==> config.mk <==
export PLATFORM = sky130hd
export DESIGN_NAME = lowpower_fault_regs
export DESIGN_NICKNAME = d
export VERILOG_FILES = /design/src/logic/sleep_fault_pkg.sv /design/src/logic/wake_threshold_decode.sv /design/src/logic/fault_summary_bit.sv /design/src/logic/lowpower_fault_regs.sv
export SDC_FILE = /design/constraint.sdc
export NUM_CORES = 1
export LEC_CHECK = 0
export BUFFER_PORTS_ARGS = -buffer_cell sky130_fd_sc_hd__buf_2
export CAP_MARGIN = 25
export CORE_ASPECT_RATIO = 0.5
export CORE_MARGIN = 2
export CORE_UTILIZATION = 55
export CTS_BUF_LIST = sky130_fd_sc_hd__clkbuf_8
export CTS_CLUSTER_SIZE = 24
export DETAILED_ROUTE_END_ITERATION = 6
export PLACE_DENSITY = 0.88
export SYNTH_ARGS = -nofsm -noshare
export SYNTH_HDL_FRONTEND = slang
export SYNTH_SLANG_ARGS = --single-unit
==> constraint.sdc <==
create_clock -name ref_clk_i -period 6.8 [get_ports ref_clk_i]
set_clock_uncertainty 0.05 [all_clocks]
set_input_delay 0.68 -clock ref_clk_i [delete_from_list [all_inputs] [get_ports ref_clk_i]]
set_output_delay 0.68 -clock ref_clk_i [all_outputs]
set_load 0.005 [all_outputs]
==> src/logic/sleep_fault_pkg.sv <==
package sleep_fault_pkg;

  localparam logic [4:0]  LOWPOWER_CONTROL_OFFSET     = 5'h03;
  localparam logic [4:0]  GLOBAL_FAULT_SUMMARY_OFFSET = 5'h04;
  localparam logic [4:0]  CH1_FAULT_REG_OFFSET        = 5'h0d;
  localparam logic [4:0]  CH2_FAULT_REG_OFFSET        = 5'h16;

  localparam logic [15:0] LOWPOWER_CONTROL_RESET      = 16'hff80;
  localparam logic [15:0] LOWPOWER_CONTROL_WMASK      = 16'h007f;
  localparam logic [15:0] GLOBAL_FAULT_RESET          = 16'h0147;

  localparam int THR_CH2_LSB    = 5;
  localparam int THR_CH1_LSB    = 3;
  localparam int FORCE_CH2_BIT  = 2;
  localparam int FORCE_CH1_BIT  = 1;
  localparam int MAN_REQ_BIT    = 0;

  localparam int CH2_SUM_BIT    = 13;
  localparam int CH1_SUM_BIT    = 12;
  localparam int LIVE_BIT       = 11;
  localparam int OVERLOAD_BIT   = 10;
  localparam int OFFSTATE_BIT   = 9;
  localparam int STICKY_BIT     = 5;

  // Threshold codes, in milliamps.
  localparam logic [9:0] THR_CODE0_MA = 10'd530;
  localparam logic [9:0] THR_CODE1_MA = 10'd700;
  localparam logic [9:0] THR_CODE2_MA = 10'd165;
  localparam logic [9:0] THR_CODE3_MA = 10'd350;

  typedef enum logic [2:0] {
    ST_ACTIVE = 3'b001,
    ST_MANUAL = 3'b010,
    ST_AUTO   = 3'b100
  } sleep_state_t;

endpackage

==> src/logic/wake_threshold_decode.sv <==
module wake_threshold_decode
  import sleep_fault_pkg::*;
(
  input  wire logic [1:0] code_i,
  output logic      [9:0] threshold_ma_o
);
  always_comb begin
    case (code_i)
      2'd0:    threshold_ma_o = THR_CODE0_MA;
      2'd1:    threshold_ma_o = THR_CODE1_MA;
      2'd2:    threshold_ma_o = THR_CODE2_MA;
      default: threshold_ma_o = THR_CODE3_MA;
    endcase
  end
endmodule // wake_threshold_decode

==> src/logic/fault_summary_bit.sv <==
module fault_summary_bit (
  input  wire logic ref_clk_i,
  input  wire logic rst_i,
  input  wire logic cond_i,
  input  wire logic clear_read_i,
  input  wire logic latch_disable_i,
  output logic      flag_o
);
  logic flag_reg;
  logic flag_next;

  // The live condition wins over a read, so no fault is lost.
  always_comb begin
    if (latch_disable_i) begin
      flag_next = cond_i;
    end else if (cond_i) begin
      flag_next = 1'b1;
    end else if (clear_read_i) begin
      flag_next = 1'b0;
    end else begin
      flag_next = flag_reg;
    end
  end

  always_ff @(posedge ref_clk_i) begin
    if (rst_i) begin
      flag_reg <= 1'b0;
    end else begin
      flag_reg <= flag_next;
    end
  end

  assign flag_o = flag_reg;
endmodule // fault_summary_bit

==> src/logic/lowpower_fault_regs.sv <==
// How it works
// - Channel-two wake threshold field, bits 6-5.
// - Channel-one wake threshold field, bits 4-3.
// - Force bit two exits auto sleep, enables channel.
// - Force bit one exits auto sleep, enables channel.
// - Force bits held block automatic sleep re-entry.
// - Manual request enters sleep only when conditions hold.
// - Clearing request checks force bits, enables channels.
// - Clearing request in manual sleep returns active.
// - Current wake needs request rewritten zero then one.
// - Channel-two summary latches until read and clear.
// - Channel-one summary latches until read and clear.
// - Latch disable makes summaries follow conditions, except the off-state summary.
// - Live sleep bit follows either sleep state.
// - Overload summary set by either channel's overload.
// - Off-state summary set by shorts or open load.
// - Sticky sleep flag clears on read when awake.
// - Auto sleep exits on current above auto threshold.
module lowpower_fault_regs
  import sleep_fault_pkg::*;
(
  input  wire logic        ref_clk_i,
  input  wire logic        rst_i,
  input  wire logic        wr_en_i,
  input  wire logic        rd_en_i,
  input  wire logic [4:0]  addr_i,
  input  wire logic [15:0] wdata_i,
  input  wire logic        fault_latch_disable_i,
  input  wire logic        ch1_on_i,
  input  wire logic        ch2_on_i,
  input  wire logic [9:0]  ch1_current_ma_i,
  input  wire logic [9:0]  ch2_current_ma_i,
  input  wire logic        auto_sleep_ok_i,
  input  wire logic        auto_wake_current_i,
  input  wire logic        ch1_fault_i,
  input  wire logic        ch2_fault_i,
  input  wire logic        ch1_overload_i,
  input  wire logic        ch2_overload_i,
  input  wire logic        ch1_offstate_i,
  input  wire logic        ch2_offstate_i,
  output logic      [15:0] rdata_o,
  output logic             ch1_enable_req_o,
  output logic             ch2_enable_req_o,
  output logic             manual_sleep_state_o,
  output logic             automatic_sleep_state_o
);

  logic [6:0]   ctrl_reg;
  logic [6:0]   ctrl_next;
  sleep_state_t state_reg;
  sleep_state_t state_next;
  logic         rearm_reg;
  logic         rearm_next;
  logic         sticky_reg;
  logic         sticky_next;
  logic [15:0]  rdata_reg;
  logic [15:0]  rdata_next;
  logic         en1_reg;
  logic         en1_next;
  logic         en2_reg;
  logic         en2_next;
  logic         man_reg;
  logic         man_next;
  logic         auto_reg;
  logic         auto_next;

  logic [9:0]   thr1_ma;
  logic [9:0]   thr2_ma;
  logic         ch1_sum;
  logic         ch2_sum;
  logic         ovl_sum;
  logic         off_sum;

  logic wr_ctrl;
  logic rd_global;
  logic rd_ch1;
  logic rd_ch2;
  logic force_any;
  logic below_thr;
  logic above_thr;
  logic req_set;
  logic req_clear;
  logic entry_reject;
  logic auto_entry;

  // One address compare serves the strobes and the read mux alike.
  function automatic logic reg_hit(input logic [4:0] addr, input logic [4:0] offset);
    return addr == offset;
  endfunction

  assign wr_ctrl   = wr_en_i && reg_hit(addr_i, LOWPOWER_CONTROL_OFFSET);
  assign rd_global = rd_en_i && reg_hit(addr_i, GLOBAL_FAULT_SUMMARY_OFFSET);
  assign rd_ch1    = rd_en_i && reg_hit(addr_i, CH1_FAULT_REG_OFFSET);
  assign rd_ch2    = rd_en_i && reg_hit(addr_i, CH2_FAULT_REG_OFFSET);

  wake_threshold_decode u_thr2 (
    .code_i         (ctrl_reg[THR_CH2_LSB +: 2]),
    .threshold_ma_o (thr2_ma)
  );

  wake_threshold_decode u_thr1 (
    .code_i         (ctrl_reg[THR_CH1_LSB +: 2]),
    .threshold_ma_o (thr1_ma)
  );

  assign force_any = ctrl_reg[FORCE_CH1_BIT] | ctrl_reg[FORCE_CH2_BIT];
  // Off channels count as below threshold.
  assign below_thr = (!ch1_on_i || (ch1_current_ma_i < thr1_ma)) &&
                     (!ch2_on_i || (ch2_current_ma_i < thr2_ma));
  assign above_thr = (ch1_on_i && (ch1_current_ma_i > thr1_ma)) ||
                     (ch2_on_i && (ch2_current_ma_i > thr2_ma));
  assign req_set   = wr_ctrl && wdata_i[MAN_REQ_BIT] && !ctrl_reg[MAN_REQ_BIT];
  assign req_clear = wr_ctrl && !wdata_i[MAN_REQ_BIT];
  // A pending manual request outranks automatic entry.
  assign auto_entry = auto_sleep_ok_i && !force_any && !ctrl_reg[MAN_REQ_BIT];

  // Only the low seven bits are writable.
  always_comb begin
    ctrl_next = ctrl_reg;
    if (wr_ctrl) begin
      ctrl_next = wdata_i[6:0] & LOWPOWER_CONTROL_WMASK[6:0];
    end
  end

  always_comb begin
    state_next   = state_reg;
    rearm_next   = rearm_reg;
    entry_reject = 1'b0;
    if (req_clear) begin
      rearm_next = 1'b1;
    end
    case (state_reg)
      ST_ACTIVE: begin
        if (req_set || (wr_ctrl && wdata_i[MAN_REQ_BIT] && rearm_reg)) begin
          if (rearm_reg && below_thr) begin
            state_next = ST_MANUAL;
          end else begin
            entry_reject = 1'b1;
          end
        end else if (auto_entry) begin
          state_next = ST_AUTO;
        end
      end
      ST_MANUAL: begin
        if (req_clear) begin
          state_next = ST_ACTIVE;
        end else if (above_thr) begin
          state_next = ST_ACTIVE;
          rearm_next = 1'b0;
        end
      end
      ST_AUTO: begin
        if (force_any || auto_wake_current_i) begin
          state_next = ST_ACTIVE;
        end else if (req_set && below_thr) begin
          state_next = ST_MANUAL;
        end
      end
      default: begin
        state_next = ST_ACTIVE;
      end
    endcase
  end

  // Channel enable requests follow the force bits on a force exit from auto sleep or a clearing exit from manual sleep.
  always_comb begin
    en1_next = 1'b0;
    en2_next = 1'b0;
    if ((state_reg == ST_AUTO) && force_any) begin
      en1_next = ctrl_reg[FORCE_CH1_BIT] && !ch1_on_i;
      en2_next = ctrl_reg[FORCE_CH2_BIT] && !ch2_on_i;
    end else if ((state_reg == ST_MANUAL) && req_clear) begin
      // The clearing write carries its own force bits, so those decide.
      en1_next = ctrl_next[FORCE_CH1_BIT] && !ch1_on_i;
      en2_next = ctrl_next[FORCE_CH2_BIT] && !ch2_on_i;
    end
    man_next  = (state_next == ST_MANUAL);
    auto_next = (state_next == ST_AUTO);
  end

  // Entry or a rejected request sets the flag; setting wins over the read.
  always_comb begin
    if ((state_next != ST_ACTIVE) || entry_reject) begin
      sticky_next = 1'b1;
    end else if (rd_global && (state_reg == ST_ACTIVE)) begin
      sticky_next = 1'b0;
    end else begin
      sticky_next = sticky_reg;
    end
  end

  fault_summary_bit u_ch2 (
    .ref_clk_i       (ref_clk_i),
    .rst_i           (rst_i),
    .cond_i          (ch2_fault_i),
    .clear_read_i    (rd_ch2),
    .latch_disable_i (fault_latch_disable_i),
    .flag_o          (ch2_sum)
  );

  fault_summary_bit u_ch1 (
    .ref_clk_i       (ref_clk_i),
    .rst_i           (rst_i),
    .cond_i          (ch1_fault_i),
    .clear_read_i    (rd_ch1),
    .latch_disable_i (fault_latch_disable_i),
    .flag_o          (ch1_sum)
  );

  fault_summary_bit u_ovl (
    .ref_clk_i       (ref_clk_i),
    .rst_i           (rst_i),
    .cond_i          (ch1_overload_i | ch2_overload_i),
    .clear_read_i    (rd_ch1 | rd_ch2),
    .latch_disable_i (fault_latch_disable_i),
    .flag_o          (ovl_sum)
  );

  // Off-state summary latches regardless of the disable setting.
  fault_summary_bit u_off (
    .ref_clk_i       (ref_clk_i),
    .rst_i           (rst_i),
    .cond_i          (ch1_offstate_i | ch2_offstate_i),
    .clear_read_i    (rd_ch1 | rd_ch2),
    .latch_disable_i (1'b0),
    .flag_o          (off_sum)
  );

  // Reads return registered data one cycle after the strobe.
  always_comb begin
    rdata_next = rdata_reg;
    if (rd_en_i) begin
      rdata_next = 16'h0000;
      if (reg_hit(addr_i, LOWPOWER_CONTROL_OFFSET)) begin
        rdata_next = {LOWPOWER_CONTROL_RESET[15:7], ctrl_reg};
      end else if (reg_hit(addr_i, GLOBAL_FAULT_SUMMARY_OFFSET)) begin
        rdata_next = GLOBAL_FAULT_RESET;
        rdata_next[CH2_SUM_BIT]  = ch2_sum;
        rdata_next[CH1_SUM_BIT]  = ch1_sum;
        rdata_next[LIVE_BIT]     = (state_reg != ST_ACTIVE);
        rdata_next[OVERLOAD_BIT] = ovl_sum;
        rdata_next[OFFSTATE_BIT] = off_sum;
        rdata_next[STICKY_BIT]   = sticky_reg;
      end
    end
  end

  always_ff @(posedge ref_clk_i) begin
    if (rst_i) begin
      ctrl_reg <= LOWPOWER_CONTROL_RESET[6:0];
    end else begin
      ctrl_reg <= ctrl_next;
    end
  end

  // Armed out of reset, so the first request needs no clearing write.
  always_ff @(posedge ref_clk_i) begin
    if (rst_i) begin
      state_reg <= ST_ACTIVE;
      rearm_reg <= 1'b1;
    end else begin
      state_reg <= state_next;
      rearm_reg <= rearm_next;
    end
  end

  always_ff @(posedge ref_clk_i) begin
    if (rst_i) begin
      en1_reg  <= 1'b0;
      en2_reg  <= 1'b0;
      man_reg  <= 1'b0;
      auto_reg <= 1'b0;
    end else begin
      en1_reg  <= en1_next;
      en2_reg  <= en2_next;
      man_reg  <= man_next;
      auto_reg <= auto_next;
    end
  end

  always_ff @(posedge ref_clk_i) begin
    if (rst_i) begin
      sticky_reg <= GLOBAL_FAULT_RESET[STICKY_BIT];
    end else begin
      sticky_reg <= sticky_next;
    end
  end

  always_ff @(posedge ref_clk_i) begin
    if (rst_i) begin
      rdata_reg <= 16'h0000;
    end else begin
      rdata_reg <= rdata_next;
    end
  end

  assign rdata_o                 = rdata_reg;
  assign ch1_enable_req_o        = en1_reg;
  assign ch2_enable_req_o        = en2_reg;
  assign manual_sleep_state_o    = man_reg;
  assign automatic_sleep_state_o = auto_reg;

endmodule // lowpower_fault_regs

Word level (Yosys, flattened, before mapping)
Cells that the tools add are included.
{"block": "totals", "ff_bits": 36, "in_bits": 56, "out_inout_bits": 20, "wordCells": 113}
{"block": "classes", "magnitude_cmp": 4, "n_eq_ne": 15, "muxes": 36, "bitwise": 4, "n_reduce_logical": 40}
{"cell": "$pmux W10 S3", "n": 2}
{"cell": "$mux W3", "n": 8}
{"cell": "$mux W1", "n": 23}
{"cell": "$logic_and A1 B1 Y1", "n": 22}
{"cell": "$gt A10 B10 Y1", "n": 2}
{"cell": "$lt A10 B10 Y1", "n": 2}
{"cell": "$mux W16", "n": 1}
{"cell": "$mux W14", "n": 1}
{"cell": "$pmux W3 S3", "n": 1}
{"cell": "$reduce_bool A3 Y1", "n": 3}
{"cell": "$eq A3 B2 Y1 const B", "n": 2}
{"cell": "$eq A3 B3 Y1 const B", "n": 2}
{"cell": "$logic_or A1 B1 Y1", "n": 6}
{"cell": "$ne A3 B1 Y1 const B", "n": 2}
{"cell": "$eq A5 B2 Y1 const B", "n": 1}
{"cell": "$eq A5 B3 Y1 const B", "n": 1}
{"cell": "$eq A5 B4 Y1 const B", "n": 1}
{"cell": "$eq A5 B5 Y1 const B", "n": 1}
{"cell": "$logic_not A1 Y1", "n": 5}
{"cell": "$eq A2 B1 Y1 const B", "n": 2}
{"cell": "$eq A2 B2 Y1 const B", "n": 2}
{"cell": "$logic_not A2 Y1", "n": 2}
{"cell": "$or A1 B1 Y1", "n": 4}
{"cell": "$reduce_bool A2 Y1", "n": 2}
{"cell": "$eq A3 B1 Y1 const B", "n": 1}

Longest topological paths before layout
{"block": "logic_depth", "ltp_word": 12, "depth_mapped": 10, "mapped_depth_nobuf": 10}

By module
From an unflattened synthesis, not the netlist that was laid out.
{"block": "unflattened", "hier_cells": 261, "area_unflattened_um2": 2255.9}
{"mod": "lowpower_fault_regs", "n_inst": 1, "cells_each": 215, "area_per_inst_um2": 1863.0}
{"mod": "wake_threshold_decode", "n_inst": 2, "cells_each": 15, "area_per_inst_um2": 121.4}
{"mod": "fault_summary_bit", "n_inst": 4, "cells_each": 4, "area_per_inst_um2": 37.5}

Worst setup path after synthesis
OpenSTA, ideal clock, no wires.
{"block": "synth_path", "path_type": "flip-flop to flip-flop", "start": "register ctrl_reg[3]", "end": "register state_reg[0]", "setup_ns": 0.127, "arrival_ns": 2.411, "slack_ns": 4.212, "stages_incl_launch_ff": 11, "synth_period_minus_slack_ns": 2.588, "path_cell_list": "dfxtp_1 > inv_1 > ha_1 > inv_1 > ha_1 > a21oi_2 > o21ai_1 > a2111o_1 > a221oi_2 > nor3_1 > or3_1"}
{"block": "synth_via", "elab_chain_len": 9, "word_cells_on_any_way": 19, "cone_classes": "order compare (2); eq/ne (2); mux (8); reduce/logical (7)"}
{"element": "from (decl)", "line_no": "lowpower_fault_regs.sv:48", "rtl": "logic [6:0] ctrl_reg;"}
{"element": "from (signal assigned)", "line_no": "lowpower_fault_regs.sv:250", "rtl": "ctrl_reg <= LOWPOWER_CONTROL_RESET[6:0];"}
{"element": "from (signal assigned)", "line_no": "lowpower_fault_regs.sv:252", "rtl": "ctrl_reg <= ctrl_next;"}
{"element": "$eq A2 B2 Y1 (tied with other cells)", "line_no": "wake_threshold_decode.sv:8", "rtl": "case (code_i)"}
{"element": "$pmux W10 S3 (*)", "line_no": "wake_threshold_decode.sv:8"}
{"element": "$lt A10 B10 Y1", "line_no": "lowpower_fault_regs.sv:108", "rtl": "assign below_thr = (!ch1_on_i || (ch1_current_ma_i < thr1_ma)) &&"}
{"element": "$logic_or A1 B1 Y1", "line_no": "lowpower_fault_regs.sv:108"}
{"element": "$logic_and A1 B1 Y1", "line_no": "lowpower_fault_regs.sv:108"}
{"element": "$logic_and A1 B1 Y1, on equally long branches", "line_no": "lowpower_fault_regs.sv:155, lowpower_fault_regs.sv:135"}
{"element": "$mux W3, on equally long branches", "line_no": "lowpower_fault_regs.sv:155, lowpower_fault_regs.sv:135"}
{"element": "$mux W3, on equally long branches", "line_no": "lowpower_fault_regs.sv:153, lowpower_fault_regs.sv:134"}
{"element": "$pmux W3 S3 (*)", "line_no": "lowpower_fault_regs.sv:132", "rtl": "case (state_reg)"}
{"element": "to (signal assigned)", "line_no": "lowpower_fault_regs.sv:262", "rtl": "state_reg <= state_next;"}
{"element": "to (decl)", "line_no": "lowpower_fault_regs.sv:50", "rtl": "sleep_state_t state_reg;"}
Mark *: on every way between the ends. The rest lies on a longest branch, timed or not.
A chain may end at the register's enable or synchronous reset.

Worst setup path after layout
{"block": "layout_path", "start": "register ctrl_reg[5]", "end": "register state_reg[0]"}
{"block": "layout_via", "elab_chain_len": 9, "word_cells_on_any_way": 19, "cone_classes": "order compare (2); eq/ne (2); mux (8); reduce/logical (7)"}
{"element": "$eq A2 B2 Y1 (tied with other cells)", "line_no": "wake_threshold_decode.sv:8"}
{"element": "$pmux W10 S3 (*)", "line_no": "wake_threshold_decode.sv:8"}
{"element": "$lt A10 B10 Y1", "line_no": "lowpower_fault_regs.sv:109", "rtl": "(!ch2_on_i || (ch2_current_ma_i < thr2_ma));"}
{"element": "$logic_or A1 B1 Y1", "line_no": "lowpower_fault_regs.sv:109"}
{"element": "$logic_and A1 B1 Y1", "line_no": "lowpower_fault_regs.sv:108"}
{"element": "$logic_and A1 B1 Y1, on equally long branches", "line_no": "lowpower_fault_regs.sv:155, lowpower_fault_regs.sv:135"}
{"element": "$mux W3, on equally long branches", "line_no": "lowpower_fault_regs.sv:155, lowpower_fault_regs.sv:135"}
{"element": "$mux W3, on equally long branches", "line_no": "lowpower_fault_regs.sv:153, lowpower_fault_regs.sv:134"}
{"element": "$pmux W3 S3 (*)", "line_no": "lowpower_fault_regs.sv:132"}
Marked as above.

==> results.env <==
RSZ0062_AT_GRT='no'
FIN_CRIT_SH=0.430
DRTPASS1ITERATIONS=4
MAXCLOCKFREQUENCY_MHz=342
TOTAL_CHIP_POWER_uW=466
FINISH.UTILIZATION=0.705
WORST_HOLD_CHECK_SLACK_NS=0.409
NUMBER_OF_GLOBAL_ROUTE_VIAS_BEFORE_REPAIR=1711
WORSTSETUPPATHTYPE='flop to flop'
MOST_FREQUENT_CELLS_IN_THE_LAYOUT='buf_2, dfxtp_1, nor2_1'
POSTSYNTH.TOPFLOPCELL='dfxtp_1'
SETUP-TNS-FINAL_NS=0
FINALHOLDVIOLATIONS=0
ROUTED_WL_UM=4490
GLOBAL_ROUTE.USAGE.TOTAL=0.222
CTS_MADE_BUFFERS=5
CLOCK-ROOT-BUFFER='clkbuf_8'
POSTSYNTHNETCOUNT=311
EFFECTIVE_UTILIZATION_AT_FLOORPLAN=0.582
CRITICAL_PATH.REG2REG.STARTPOINT='ctrl_reg[5]'
SLEW_HEADROOM=0.614
DRV_SLEW=0
YOSYS-TOP-CELLS-AREA='dfxtp_1, ha_1, nor2_1, a221oi_1, mux2i_1'
FLOORPLAN.IO_PINS=76
DIE_X_UM=90.0
SEQ_AREA_FRAC_SYNTH=0.335
VIAS=1890
CTS_HOLD_BUF=0
REGTOREGSETUPSLACK_NS=3.88
FIRST_PASS_GRT_WIRE_LENGTH_UM=7320
SETUP.WORST_PATH.START_CLASS='flop'
CRIT_START='ctrl_reg[5]'
SYN2LAYOUT_AREA_GROWTH_PCT=21.1
POST-SYNTH-TOP-AREA-CELL='dfxtp_1'
LAYOUT_CELL_SHARE_WITH_DRIVE_STRENGTH_BEYOND_1=0.285
CTS.SINKS=34
SYNTH_AREA_MM2=0.00203
DETAIL-ROUTE-ANTENNA-NETS=0
PLACE_CONGESTION=0.879
GRT_START_MAX_NET_PINS=35
POSTSYNTHREGISTERBITS=34
MOST_COMMON_CELL_AFTER_LAYOUT_FILL_AND_TAPS_ASIDE='buf_2'
REGAREA_UM2=681
DETAILEDROUTE.FIRSTITERATIONVIOLATIONS=114
WORST_SLEW_PIN_SLEW_NS=0.579
ANTENNA-DIODE-COUNT=0
DRV.MAX_CAP_VIOLATION_COUNT=0
ROUTE.DETAILED.DRC=0
SYNTH_EDF_COUNT=0
VDD_DROP_MAX_uV=142
MIN_PATH_TYPE='flop to flop'
WORSTSKEWPAIRLATENCY_NS=0.29
POST_DRT_WL_PER_CELL_UM=13.2
WORSTSETUPENDPOINT='state_reg[0]'
POWER.DENSITY_mW_PER_MM2=189
R2R-END='state_reg[0]'
SYNTH_TOP_AREA_SHARE=0.335
PLACEABLECOREAREA_MM2=0.00349
IO_BUFFER_COUNT=66
DIE_Y_UM=47.0
TIMING.REG2REG.WORST_PATH_DEPTH=10
LARGEST_REGISTER_FF_COUNT=14
FINALWORSTPATHREQUIREDPERIOD_NS=2.92
SYN_INST=225
CRIT_ARRIVAL_NS=3.04
CLK_TRANSITION_REPORTED_PATHS_NS=0.06
MAXIMUM_CLOCK_INSERTION_BUFFER_COUNT=2
ANTENNA_FOUND_INITIAL=0
DPL_WIRE_LENGTH_UM=3550
GRT_REMAINING_OVERFLOW=0
SYN_AREA_PER_CELL_UM2=9.03
OUTCOME='complete, no violations'
WORST-ENDPOINT-REQUIRED_NS=6.92
TIMING.CRITICAL_PATH.TO_TYPE='flop'
LEAKAGE_nW=1.13
ASYNC_FLOP_SHARE=0
NUM-NETS-FINAL=375
FINALSETUPVIOLCOUNT=0
HTREE_LEVELS=2
YOSYS_WARNING_TOTAL=0
CORE.ROWCOUNT=15
POST_CTS_RESIZE_COUNT=0
YOSYSUNIQUECELLTYPES=44
FILLER_CELLS_INSERTED=286
CTS.REPAIR_TIMING.SETUP_BUFFER_COUNT=0
TRITONCTS_CLOCK_TREE='done'
DIE_AREA_MM2=0.00423
MULTI_INPUT_COMB_AREA_MM2=0.00123
ROUTE.DETAILED.VIAS_PER_INST=5.58
CRITPATHMAXFANOUT=5
layer usage:
| layer | GRT usage | up-vias | part of all wire |
|---|---|---|---|
| li1 | - | 952 | - |
| met5 | 0 | - | 0 |
| met2 | 0.427 | 51 | 0.49 |
| met1 | 0.259 | 878 | 0.45 |
| met4 | 0.0923 | 0 | 0.015 |
| met3 | 0.0449 | 9 | 0.047 |
logic make-up (layout without fill, tap and decap cells):
group	Yosys count	count (layout)	synth area share
fa+ha+maj	30	30	0.185
flops	34	34	0.335
buf+inv	28	91	0.0610
simple gates	77	77	0.190
compound gates	49	49	0.195
mux	7	7	0.0345
critical path: stages (launching register included):
cell and delay, ns:
dfxtp_1 0.46, inv_1 0.12, ha_1 0.32, inv_1 0.06
ha_1 0.31, a21oi_2 0.12, o21ai_1 0.07, a2111o_1 0.47
a32oi_1 0.36, o41ai_2 0.14, or3_1 0.31
worst min path at each step:
stage          startpoint        end  slack [ns]  cells after the start
2_1_floorplan   rearm_reg  rearm_reg        0.37                      2
3_3_place_gp    rearm_reg  rearm_reg        0.39                      2
3_5_place_dp    rearm_reg  rearm_reg        0.40                      2
4_1_cts         rearm_reg  rearm_reg        0.41                      2
5_1_grt         rearm_reg  rearm_reg        0.45                      2
6_report        rearm_reg  rearm_reg        0.41                      2
cell usage after synthesis (all sizes together) (3+ instances only):
library cell / n
buf: 3
a211oi: 5
nand2b: 3
nor2b: 3
clkbuf: 7
a31oi: 3
a21oi: 10
nand3: 3
nor3: 3
nor4: 6
and2: 3
a221oi: 11
nor2: 32
dfxtp: 34
o21ai: 6
inv: 18
nand2: 9
nand4: 4
mux2i: 7
nand3b: 3
ha: 30
o41ai: 3
layout make-up:
class	count	share of cell area
sequential	34	0.277
clock buffer	6	0.0336
multi-input combinational	163	0.499
inverter	18	0.0275
timing repair buffer	67	0.137
tap	51	0.0259
where the power goes:
part	internal, mW	leakage (nW)	switching (mW)
clock network	0.0779	0.0431	0.0662
registers	0.213	0.277	0.0111
logic	0.0451	0.811	0.0528
per-stage QoR:
stage / area (µm²) / worst slack (ns) / instances
after floorplan: 2030 / 4.21 / 225
after global placement: 2380 / 3.95 / 333
after detailed placement: 2380 / 3.93 / 333
after CTS: 2460 / 3.91 / 339
after global routing: 2460 / 3.73 / 339
final: 2460 / 3.88 / 339
(Power assumes the default switching activity.)
